### config.mk
export PLATFORM = sky130hd
export DESIGN_NAME = pcs_socket_ctl
export DESIGN_NICKNAME = d
export VERILOG_FILES = /design/src/verilog/pcs_pkg.sv /design/src/verilog/pcs_socket_ctl.sv
export SDC_FILE = /design/constraint.sdc
export NUM_CORES = 1
export LEC_CHECK = 0
export ABC_AREA = 1
export BUFFER_PORTS_ARGS = -buffer_cell sky130_fd_sc_hd__buf_2
export CAP_MARGIN = 20
export CORE_ASPECT_RATIO = 0.7
export CORE_UTILIZATION = 40
export CTS_BUF_LIST = sky130_fd_sc_hd__clkbuf_4
export CTS_CLUSTER_DIAMETER = 80
export DETAILED_ROUTE_END_ITERATION = 8
export PLACE_DENSITY = 0.75
export SETUP_SLACK_MARGIN = 0.5
export SLEW_MARGIN = 25
export SYNTH_ARGS = -nofsm -noshare
export SYNTH_HDL_FRONTEND = slang
export SYNTH_SLANG_ARGS = --single-unit
### constraint.sdc
create_clock -name i_mclk -period 5.9 [get_ports i_mclk]
set_input_delay 0.885 -clock i_mclk [delete_from_list [all_inputs] [get_ports i_mclk]]
set_output_delay 0.885 -clock i_mclk [all_outputs]
set_load 0.005 [all_outputs]
### src/verilog/pcs_pkg.sv
// package for the socket control and status signal block
// assumes one socket, a plain register port and a 250 MHz core clock
package pcs_pkg;

  // register offsets (byte addresses)
  localparam logic [7:0] CTRL_OFS = 8'h00;
  localparam logic [7:0] MISC_OFS = 8'h04;
  localparam logic [7:0] STAT_OFS = 8'h08;

  // control register layout
  localparam int CTRL_MODE_LSB = 0;
  localparam int CTRL_W16_BIT  = 2;
  localparam int CTRL_RST_BIT  = 3;
  localparam int CTRL_PWR_BIT  = 4;
  localparam int CTRL_IFEN_BIT = 5;
  localparam logic [5:0] CTRL_RESET_VAL = 6'h08;

  // misc register layout
  localparam int MISC_FN_LSB  = 0;
  localparam int MISC_SPK_BIT = 4;
  localparam logic [4:0] MISC_RESET_VAL = 5'h00;

  // status register: change flag position
  localparam int STAT_CHG_BIT = 12;

  // timing
  localparam int CLK_PS      = 4000;
  localparam int T_CMD_NS    = 100;
  localparam int T_DEB_US    = 10;
  localparam int CMD_CYC     = (T_CMD_NS * 1000 + CLK_PS - 1) / CLK_PS;
  localparam int DEB_CYC     = (T_DEB_US * 1000000 + CLK_PS - 1) / CLK_PS;
  localparam int CNT_W       = 12;

  typedef enum logic [1:0] {
    PCS_MODE_MEM,
    PCS_MODE_IO,
    PCS_MODE_CB
  } pcs_mode_e;

  typedef enum logic [1:0] {
    PCS_BVD2_BATT,
    PCS_BVD2_SPKR,
    PCS_BVD2_LED
  } pcs_bvd2_e;

  typedef struct packed {
    logic      if_en;
    logic      pwr_on;
    logic      card_rst;
    logic      width16;
    pcs_mode_e mode;
  } pcs_ctrl_s;

  typedef struct packed {
    logic      spk_en;
    logic [1:0] rsvd;
    pcs_bvd2_e bvd2_fn;
  } pcs_misc_s;

  // synchronised socket pins, all as seen on the pin (active low kept)
  typedef struct packed {
    logic cd2;
    logic cd1;
    logic vs2;
    logic vs1;
    logic rdy;
    logic wait_n;
    logic bvd2;
    logic inpack;
  } pcs_pins_s;

endpackage : pcs_pkg

### src/verilog/pcs_socket_ctl.sv
// socket control and status signal logic for one card socket
// assumes socket pins are asynchronous; register port is on i_mclk
//
// Function
// 16-bit input acknowledge unused; in CardBus it is request input.
// memory mode: ready pin gives ready versus busy status.
// I/O mode: ready pin is a card interrupt request.
// CardBus: shared pin is active-low level interrupt.
// wait asserted holds the access cycle; resume after release.
// CardBus: wait pin is the system error input.
// two card detect inputs indicate card present.
// CardBus: detect plus voltage sense give presence and card type.
// card enables driven low; first even bytes, second odd bytes.
// 8-bit cards: only first enable, address bit zero picks byte.
// CardBus: second enable pin is address/data bit 10.
// CardBus: first enable pin is command/byte-enable lane zero.
// 16-bit: reset output low normally, high resets the card.
// reset pin floats unless card seated, powered and enabled.
// CardBus: reset pin is the active-low CardBus reset.
// memory mode: battery detect two is battery warning.
// I/O mode: battery detect two may be speaker input.
// disk cards: battery detect two may be activity LED input.
// CardBus: battery detect two is the audio input.
// speaker routed out only when misc bit 4 set.
// LED-programmed pin drives LED output showing disk activity.
// present when both detects low, after debounce.
// all card status inputs synchronised before use.
//
// The address map and the strobed register port were left to the implementer.
module pcs_socket_ctl
  import pcs_pkg::*;
#(
  parameter int DEB_CYCLES = DEB_CYC
) (
  input  wire logic        i_mclk,
  input  wire logic        i_arst_n,
  // register port
  input  wire logic [7:0]  i_addr,
  input  wire logic [31:0] i_wdata,
  input  wire logic        i_wr,
  input  wire logic        i_rd,
  output logic      [31:0] o_rdata,
  // access request port
  input  wire logic        i_acc_req,
  input  wire logic        i_acc_a0,
  input  wire logic        i_acc_word,
  output logic             o_acc_busy,
  output logic             o_acc_done,
  // cardbus side data for shared enable pins
  input  wire logic        i_cb_cad10,
  input  wire logic        i_cb_cad10_oe,
  input  wire logic        i_cb_cbe0_n,
  input  wire logic        i_cb_cbe0_oe,
  output logic             o_cb_cad10,
  output logic             o_cb_cbe0_n,
  // socket pins
  input  wire logic        i_cd1_n,
  input  wire logic        i_cd2_n,
  input  wire logic        i_vs1,
  input  wire logic        i_vs2,
  input  wire logic        i_rdy_ireq,
  input  wire logic        i_wait_n,
  input  wire logic        i_bvd2,
  input  wire logic        i_inpack_creq_n,
  input  wire logic        i_ce1_pin,
  input  wire logic        i_ce2_pin,
  output logic             o_ce1,
  output logic             o_ce1_oe,
  output logic             o_ce2,
  output logic             o_ce2_oe,
  output logic             o_a0,
  output logic             o_card_rst,
  output logic             o_card_rst_oe,
  // status outputs
  output logic             o_card_present,
  output logic             o_card_irq,
  output logic             o_cb_req,
  output logic             o_cb_serr,
  output logic             o_spkr,
  output logic             o_led
);

  typedef enum logic [1:0] {
    ACC_IDLE,
    ACC_STROBE,
    ACC_HOLD,
    ACC_DONE
  } pcs_acc_e;

  localparam logic [CNT_W-1:0] CMD_LAST = CNT_W'(CMD_CYC - 1);
  localparam logic [CNT_W-1:0] DEB_LAST = CNT_W'(DEB_CYCLES - 1);

  // reset release
  logic [1:0] rst_sync_ff;
  logic       rst_n;

  always_ff @(posedge i_mclk or negedge i_arst_n) begin
    if (!i_arst_n) begin
      rst_sync_ff <= 2'b00;
    end else begin
      rst_sync_ff <= {rst_sync_ff[0], 1'b1};
    end
  end
  assign rst_n = rst_sync_ff[1];

  // pin synchronisers
  pcs_pins_s pin_raw;
  pcs_pins_s pin_meta_ff;
  pcs_pins_s pin_ff;

  assign pin_raw = '{cd2: i_cd2_n, cd1: i_cd1_n, vs2: i_vs2, vs1: i_vs1,
                     rdy: i_rdy_ireq, wait_n: i_wait_n, bvd2: i_bvd2,
                     inpack: i_inpack_creq_n};

  always_ff @(posedge i_mclk or negedge rst_n) begin
    if (!rst_n) begin
      pin_meta_ff <= '1;
      pin_ff      <= '1;
    end else begin
      pin_meta_ff <= pin_raw;
      pin_ff      <= pin_meta_ff;
    end
  end

  // registers
  pcs_ctrl_s ctrl_ff;
  pcs_misc_s misc_ff;
  logic      chg_ff;
  logic      nxt_chg;
  logic [31:0] rdata_ff;
  logic [31:0] nxt_rdata;
  logic        hit_ctrl;
  logic        hit_misc;
  logic        hit_stat;
  logic [31:0] stat_word;

  assign hit_ctrl = (i_addr == CTRL_OFS);
  assign hit_misc = (i_addr == MISC_OFS);
  assign hit_stat = (i_addr == STAT_OFS);

  always_ff @(posedge i_mclk or negedge rst_n) begin
    if (!rst_n) begin
      ctrl_ff <= pcs_ctrl_s'(CTRL_RESET_VAL);
      misc_ff <= pcs_misc_s'(MISC_RESET_VAL);
    end else if (i_wr && hit_ctrl) begin
      ctrl_ff <= pcs_ctrl_s'(i_wdata[5:0]);
    end else if (i_wr && hit_misc) begin
      misc_ff <= pcs_misc_s'(i_wdata[4:0]);
    end
  end

  // card detect debounce
  logic             both_low;
  logic             present_ff;
  logic [CNT_W-1:0] deb_cnt_ff;
  logic [CNT_W-1:0] nxt_deb_cnt;
  logic             deb_settled;
  logic [3:0]       type_ff;

  assign both_low    = !pin_ff.cd1 && !pin_ff.cd2;
  assign deb_settled = (deb_cnt_ff == DEB_LAST);
  assign nxt_deb_cnt = (both_low == present_ff) ? '0 :
                       deb_settled ? '0 : deb_cnt_ff + 1'b1;

  always_ff @(posedge i_mclk or negedge rst_n) begin
    if (!rst_n) begin
      deb_cnt_ff <= '0;
      present_ff <= 1'b0;
      type_ff    <= 4'h0;
    end else begin
      deb_cnt_ff <= nxt_deb_cnt;
      if (both_low != present_ff && deb_settled) begin
        present_ff <= both_low;
        type_ff    <= {pin_ff.cd2, pin_ff.cd1, pin_ff.vs2, pin_ff.vs1};
      end
    end
  end

  // insertion or removal flag: set wins over write-one clear
  logic present_edge;
  assign present_edge = (both_low != present_ff) && deb_settled;
  assign nxt_chg = present_edge ? 1'b1 :
                   (i_wr && hit_stat && i_wdata[STAT_CHG_BIT]) ? 1'b0 :
                   chg_ff;

  always_ff @(posedge i_mclk or negedge rst_n) begin
    if (!rst_n) begin
      chg_ff <= 1'b0;
    end else begin
      chg_ff <= nxt_chg;
    end
  end

  // mode dependent pin meanings
  logic is_mem;
  logic is_io;
  logic is_cb;
  logic ready_st;
  logic irq_lvl;
  logic batt_warn;
  logic serr_lvl;
  logic creq_lvl;
  logic wait_act;
  logic spk_src;
  logic spk_route;
  logic led_lvl;

  assign is_mem    = (ctrl_ff.mode == PCS_MODE_MEM);
  assign is_io     = (ctrl_ff.mode == PCS_MODE_IO);
  assign is_cb     = (ctrl_ff.mode == PCS_MODE_CB);
  assign ready_st  = is_mem && pin_ff.rdy;
  assign irq_lvl   = is_io ? !pin_ff.rdy :
                     is_cb ? !pin_ff.rdy : 1'b0;
  assign batt_warn = is_mem && !pin_ff.bvd2;
  assign serr_lvl  = is_cb && !pin_ff.wait_n;
  assign creq_lvl  = is_cb && !pin_ff.inpack;
  assign wait_act  = !is_cb && !pin_ff.wait_n;
  assign spk_src   = is_cb ? pin_ff.bvd2 :
                     (is_io && misc_ff.bvd2_fn == PCS_BVD2_SPKR) ?
                     !pin_ff.bvd2 : 1'b0;
  assign spk_route = misc_ff.spk_en && spk_src;
  assign led_lvl   = !is_cb && misc_ff.bvd2_fn == PCS_BVD2_LED &&
                     !pin_ff.bvd2;

  // access sequencer
  pcs_acc_e         acc_st_ff;
  pcs_acc_e         nxt_acc_st;
  logic [CNT_W-1:0] acc_cnt_ff;
  logic [CNT_W-1:0] nxt_acc_cnt;
  logic             acc_take;
  logic             word_ff;
  logic             a0_ff;

  assign acc_take = i_acc_req && (acc_st_ff == ACC_IDLE) && !is_cb &&
                    present_ff && ctrl_ff.if_en;

  always_comb begin
    nxt_acc_st  = acc_st_ff;
    nxt_acc_cnt = acc_cnt_ff;
    case (acc_st_ff)
      ACC_IDLE: begin
        nxt_acc_cnt = '0;
        if (acc_take) begin
          nxt_acc_st = ACC_STROBE;
        end
      end
      ACC_STROBE: begin
        nxt_acc_cnt = acc_cnt_ff + 1'b1;
        if (acc_cnt_ff == CMD_LAST) begin
          nxt_acc_st = ACC_HOLD;
        end
      end
      ACC_HOLD: begin
        if (!wait_act) begin
          nxt_acc_st = ACC_DONE;
        end
      end
      default: begin
        nxt_acc_st = ACC_IDLE;
      end
    endcase
  end

  always_ff @(posedge i_mclk or negedge rst_n) begin
    if (!rst_n) begin
      acc_st_ff  <= ACC_IDLE;
      acc_cnt_ff <= '0;
      word_ff    <= 1'b0;
      a0_ff      <= 1'b0;
    end else begin
      acc_st_ff  <= nxt_acc_st;
      acc_cnt_ff <= nxt_acc_cnt;
      if (acc_take) begin
        word_ff <= i_acc_word;
        a0_ff   <= i_acc_a0;
      end
    end
  end

  // card enables
  logic in_cycle;
  logic nxt_ce1;
  logic nxt_ce2;
  logic nxt_ce1_oe;
  logic nxt_ce2_oe;
  logic nxt_a0;
  logic acc_word;
  logic acc_a0;

  assign in_cycle = (nxt_acc_st == ACC_STROBE) || (nxt_acc_st == ACC_HOLD);
  assign acc_word = acc_take ? i_acc_word : word_ff;
  assign acc_a0   = acc_take ? i_acc_a0 : a0_ff;
  assign nxt_ce1 = is_cb ? i_cb_cbe0_n :
                   !(in_cycle && (!ctrl_ff.width16 || acc_word || !acc_a0));

  assign nxt_ce2 = is_cb ? i_cb_cad10 :
                   !(in_cycle && ctrl_ff.width16 && (acc_word || acc_a0));

  assign nxt_ce1_oe = is_cb ? i_cb_cbe0_oe : ctrl_ff.if_en;
  assign nxt_ce2_oe = is_cb ? i_cb_cad10_oe : ctrl_ff.if_en;
  assign nxt_a0  = in_cycle && !ctrl_ff.width16 && acc_a0;

  // card reset pin
  logic nxt_rst;
  logic nxt_rst_oe;
  assign nxt_rst    = is_cb ? !ctrl_ff.card_rst :
                      ctrl_ff.card_rst;
  assign nxt_rst_oe = present_ff && ctrl_ff.pwr_on && ctrl_ff.if_en;

  // status word and read data
  assign stat_word = {19'h0_0000, chg_ff, type_ff,
                      (acc_st_ff != ACC_IDLE), wait_act, creq_lvl,
                      serr_lvl, batt_warn, irq_lvl, ready_st, present_ff};
  assign nxt_rdata = !i_rd ? 32'h0000_0000 :
                     hit_ctrl ? {26'h000_0000, ctrl_ff} :
                     hit_misc ? {27'h000_0000, misc_ff} :
                     hit_stat ? stat_word : 32'h0000_0000;

  // output registers
  always_ff @(posedge i_mclk or negedge rst_n) begin
    if (!rst_n) begin
      rdata_ff       <= 32'h0000_0000;
      o_acc_busy     <= 1'b0;
      o_acc_done     <= 1'b0;
      o_ce1          <= 1'b1;
      o_ce2          <= 1'b1;
      o_ce1_oe       <= 1'b0;
      o_ce2_oe       <= 1'b0;
      o_a0           <= 1'b0;
      o_cb_cad10     <= 1'b0;
      o_cb_cbe0_n    <= 1'b1;
      o_card_rst     <= 1'b0;
      o_card_rst_oe  <= 1'b0;
      o_card_present <= 1'b0;
      o_card_irq     <= 1'b0;
      o_cb_req       <= 1'b0;
      o_cb_serr      <= 1'b0;
      o_spkr         <= 1'b0;
      o_led          <= 1'b0;
    end else begin
      rdata_ff       <= nxt_rdata;
      o_acc_busy     <= (nxt_acc_st != ACC_IDLE);
      o_acc_done     <= (nxt_acc_st == ACC_DONE);
      o_ce1          <= nxt_ce1;
      o_ce2          <= nxt_ce2;
      o_ce1_oe       <= nxt_ce1_oe;
      o_ce2_oe       <= nxt_ce2_oe;
      o_a0           <= nxt_a0;
      o_cb_cad10     <= i_ce2_pin;
      o_cb_cbe0_n    <= i_ce1_pin;
      o_card_rst     <= nxt_rst;
      o_card_rst_oe  <= nxt_rst_oe;
      o_card_present <= present_ff;
      o_card_irq     <= irq_lvl;
      o_cb_req       <= creq_lvl;
      o_cb_serr      <= serr_lvl;
      o_spkr         <= spk_route;
      o_led          <= led_lvl;
    end
  end
  assign o_rdata = rdata_ff;

endmodule // pcs_socket_ctl
==> results.cfg <==
[cells_and_area]
nets = 573
design_area_sq_mm = 0.00460
layout-drive-gt1-share = 0.252
fill_cells = 940
fin_util = 0.469
area_growth_pct = 12.5
final_cells = 640
multiInputGateArea_sq_mm = 0.00141
regArea_sq_mm = 0.00236
num_antenna_cells = 0

[synth]
synth_seq_cells = 93
synth_top_flop_cell = dfrtp_1
synthTopCellsByArea = dfrtp_1 45%, dfstp_2 13%, nand2_1 6.8%
yosysMostFrequentCell = nand2_1
synth-edff-count = 0
ys_top_cells_by_count = 74 x nand2_1, 73 x dfrtp_1, 58 x inv_1, 41 x nor2_1, 24 x o21ai_0
synthesis.instances = 433
synth_area_leader_cell = dfrtp_1
syn_avg_cell_area_sq_um = 9.44
async_reset_ff_frac = 1.00
ys_types = 36
synth-seq-area-share = 0.575
synth_top_area_share = 0.447
syn_area_sq_mm = 0.00409
yosysWarnings = 0

[sta]
hold_viol = 0
fmax_mhz = 498
drv_slew = 0
hold_ws_ps = 193
tns_ps = 0
final.setup_skew_ps = 14.2
rsz0062_at_grt = no
fin_crit_sh = 0.341
finalSetupViolations = 0
worstMarginPinSlew_ps = 698
slew_headroom = 0.534
finalWorstSetupSlack_ps = 3890
period_minus_slack_ps = 2010

[clocking]
cts_tree = done
postCtsResizedCells = 0
clock-root-buffer = clkbuf_4
htreeDepth = 3
clk_path_buf_depth = 2
clk_latency_ps = 450
cts_hold_buf = 0
cts.sinks = 93
clk_pin_slew_worst_paths_ps = 120
cts_setup_buffers = 0
cts_buffers = 9

[place]
placed_area_sq_mm = 0.00449
dp_slack_ps = 3710
portBuffers = 65
gp_congestion = 0.896
place_hpwl_mm = 6.20
placedCellCount = 624

[floorplan]
die_w_um = 123
start_util = 0.417
dieArea_sq_mm = 0.0106
row_count = 30
coreArea_sq_mm = 0.00980
io_pins = 110
die_y_um = 86.6

[pwr]
powerDensity_mw_per_mm2 = 221
finalPower_mw = 1.02
leakagePower_nw = 2.27
peakVddDrop_uv = 149

[global_routing]
grt_pass1_wl_mm = 13.4
grt_max_degree = 57
antenna_found_initial = 0
grt_util_all_layers = 0.166
first_global_vias = 2825
grt-ovfl-total = 0

[setup_path]
critical_path_required_ps = 6290
arrival_ps = 2400
cpMaxStageDelayCell = dfrtp_1
critPathMaxFanout = 5
crit_chain = inv_1 > ha_1 > nand4_1 > nor3_1 > o21ai_0 > ha_1 > inv_1 > nor3_1 > a21oi_1
critPathTopFamily = simple AND/OR/NAND/NOR gates
cp-start-kind = flip-flop
crit_buf_inv = 2
slowest_delay_ps = 430
crit_path_end_kind = flip-flop
path_class = reg2reg

[detailed_routing]
drt_iter0_markers = 185
drc = 0
ant_nets = 0
drt-total-wl_mm = 8.32
avgRoutedWirePerCell_um = 13.0
dr.pass1.iters = 5
vias_per_cell = 4.79
via_count = 3064

[min_path]
hold_path.class = in2async

[run_status]
outcome = finished clean

[run]
cap_violations = 0
==> routing by layer <==
layer | global-route usage | part of all wire
met5 | 0 | 0
met4 | 0.0499 | 0.011
met3 | 0.0454 | 0.066
met2 | 0.239 | 0.44
met1 | 0.243 | 0.48
==> report_power, final <==
part	total [mW]	leakage (nW)	switching, mW	internal, mW
clock	0.294	0.0607	0.207	0.0870
sequential	0.670	1.19	0.0124	0.658
combinational	0.0535	1.01	0.0343	0.0192
==> worst paths after layout <==
kind	cells after the start	startpoint	slack [ps]	endpoint
setup reg to reg	9	acc_cnt_ff[0]	3890	o_ce2
hold reg to reg	0	rst_sync_ff[1]	270	acc_cnt_ff[11]
hold / removal	1	i_arst_n	190	rst_sync_ff[1]
min in group i_mclk	0	pin_meta_ff[2]	350	pin_ff[2]
max in group asynchronous	1	rst_sync_ff[1]	4550	type_ff[0]
setup / recovery	9	acc_cnt_ff[0]	3890	o_ce2
==> flip-flops by register name, indices dropped and copies added (netlist names), 2 cells and up <==
name / count
o_rdata: 13
acc_cnt_ff: 12
deb_cnt_ff: 12
pin_ff: 8
pin_meta_ff: 8
ctrl_ff: 6
misc_ff: 5
type_ff: 4
acc_st_ff: 2
rst_sync_ff: 2
==> placed cells by master (no fill, tap or decap), types with 2 or more instances in the layout <==
master,instances
nand2_2,5
nand3_2,2
nor2_2,4
dfstp_2,20
inv_1,58
nand2_1,74
o21ai_0,24
conb_1,20
nand3_1,19
ha_1,5
buf_2,65
xnor2_1,3
nor2_1,41
clkinv_1,4
dfrtp_1,72
a21oi_1,18
inv_2,4
o21ai_2,5
nand4_1,9
xor2_1,7
nor3_1,16
nor2_4,4
o22ai_1,4
nand2_4,2
nor4_1,3
clkbuf_4,10
==> final cells by class <==
type                            instances  share of cell area
Sequential cell                        93               0.512
Inverter                               63              0.0520
Clock buffer                           10              0.0163
Timing Repair Buffer                   66              0.0724
Multi-Input combinational cell        274               0.306
Tap cell                              128              0.0348
Clock inverter                          6             0.00626
==> cell families (layout without fill, tap and decap cells) <==
| kind of cell | after synthesis | count (layout) | synth area share |
|---|---|---|---|
| other | 2 | 20 | 0.00184 |
| AND/OR/NAND/NOR | 184 | 184 | 0.212 |
| adder cells (fa/ha/maj) | 5 | 5 | 0.0153 |
| flip-flops | 93 | 93 | 0.575 |
| buffers and inverters | 84 | 145 | 0.0970 |
| XOR/XNOR | 10 | 10 | 0.0214 |
| AO/OA/AOI/OAI | 55 | 55 | 0.0771 |
No activity file was read; power rests on OpenSTA's default activity.
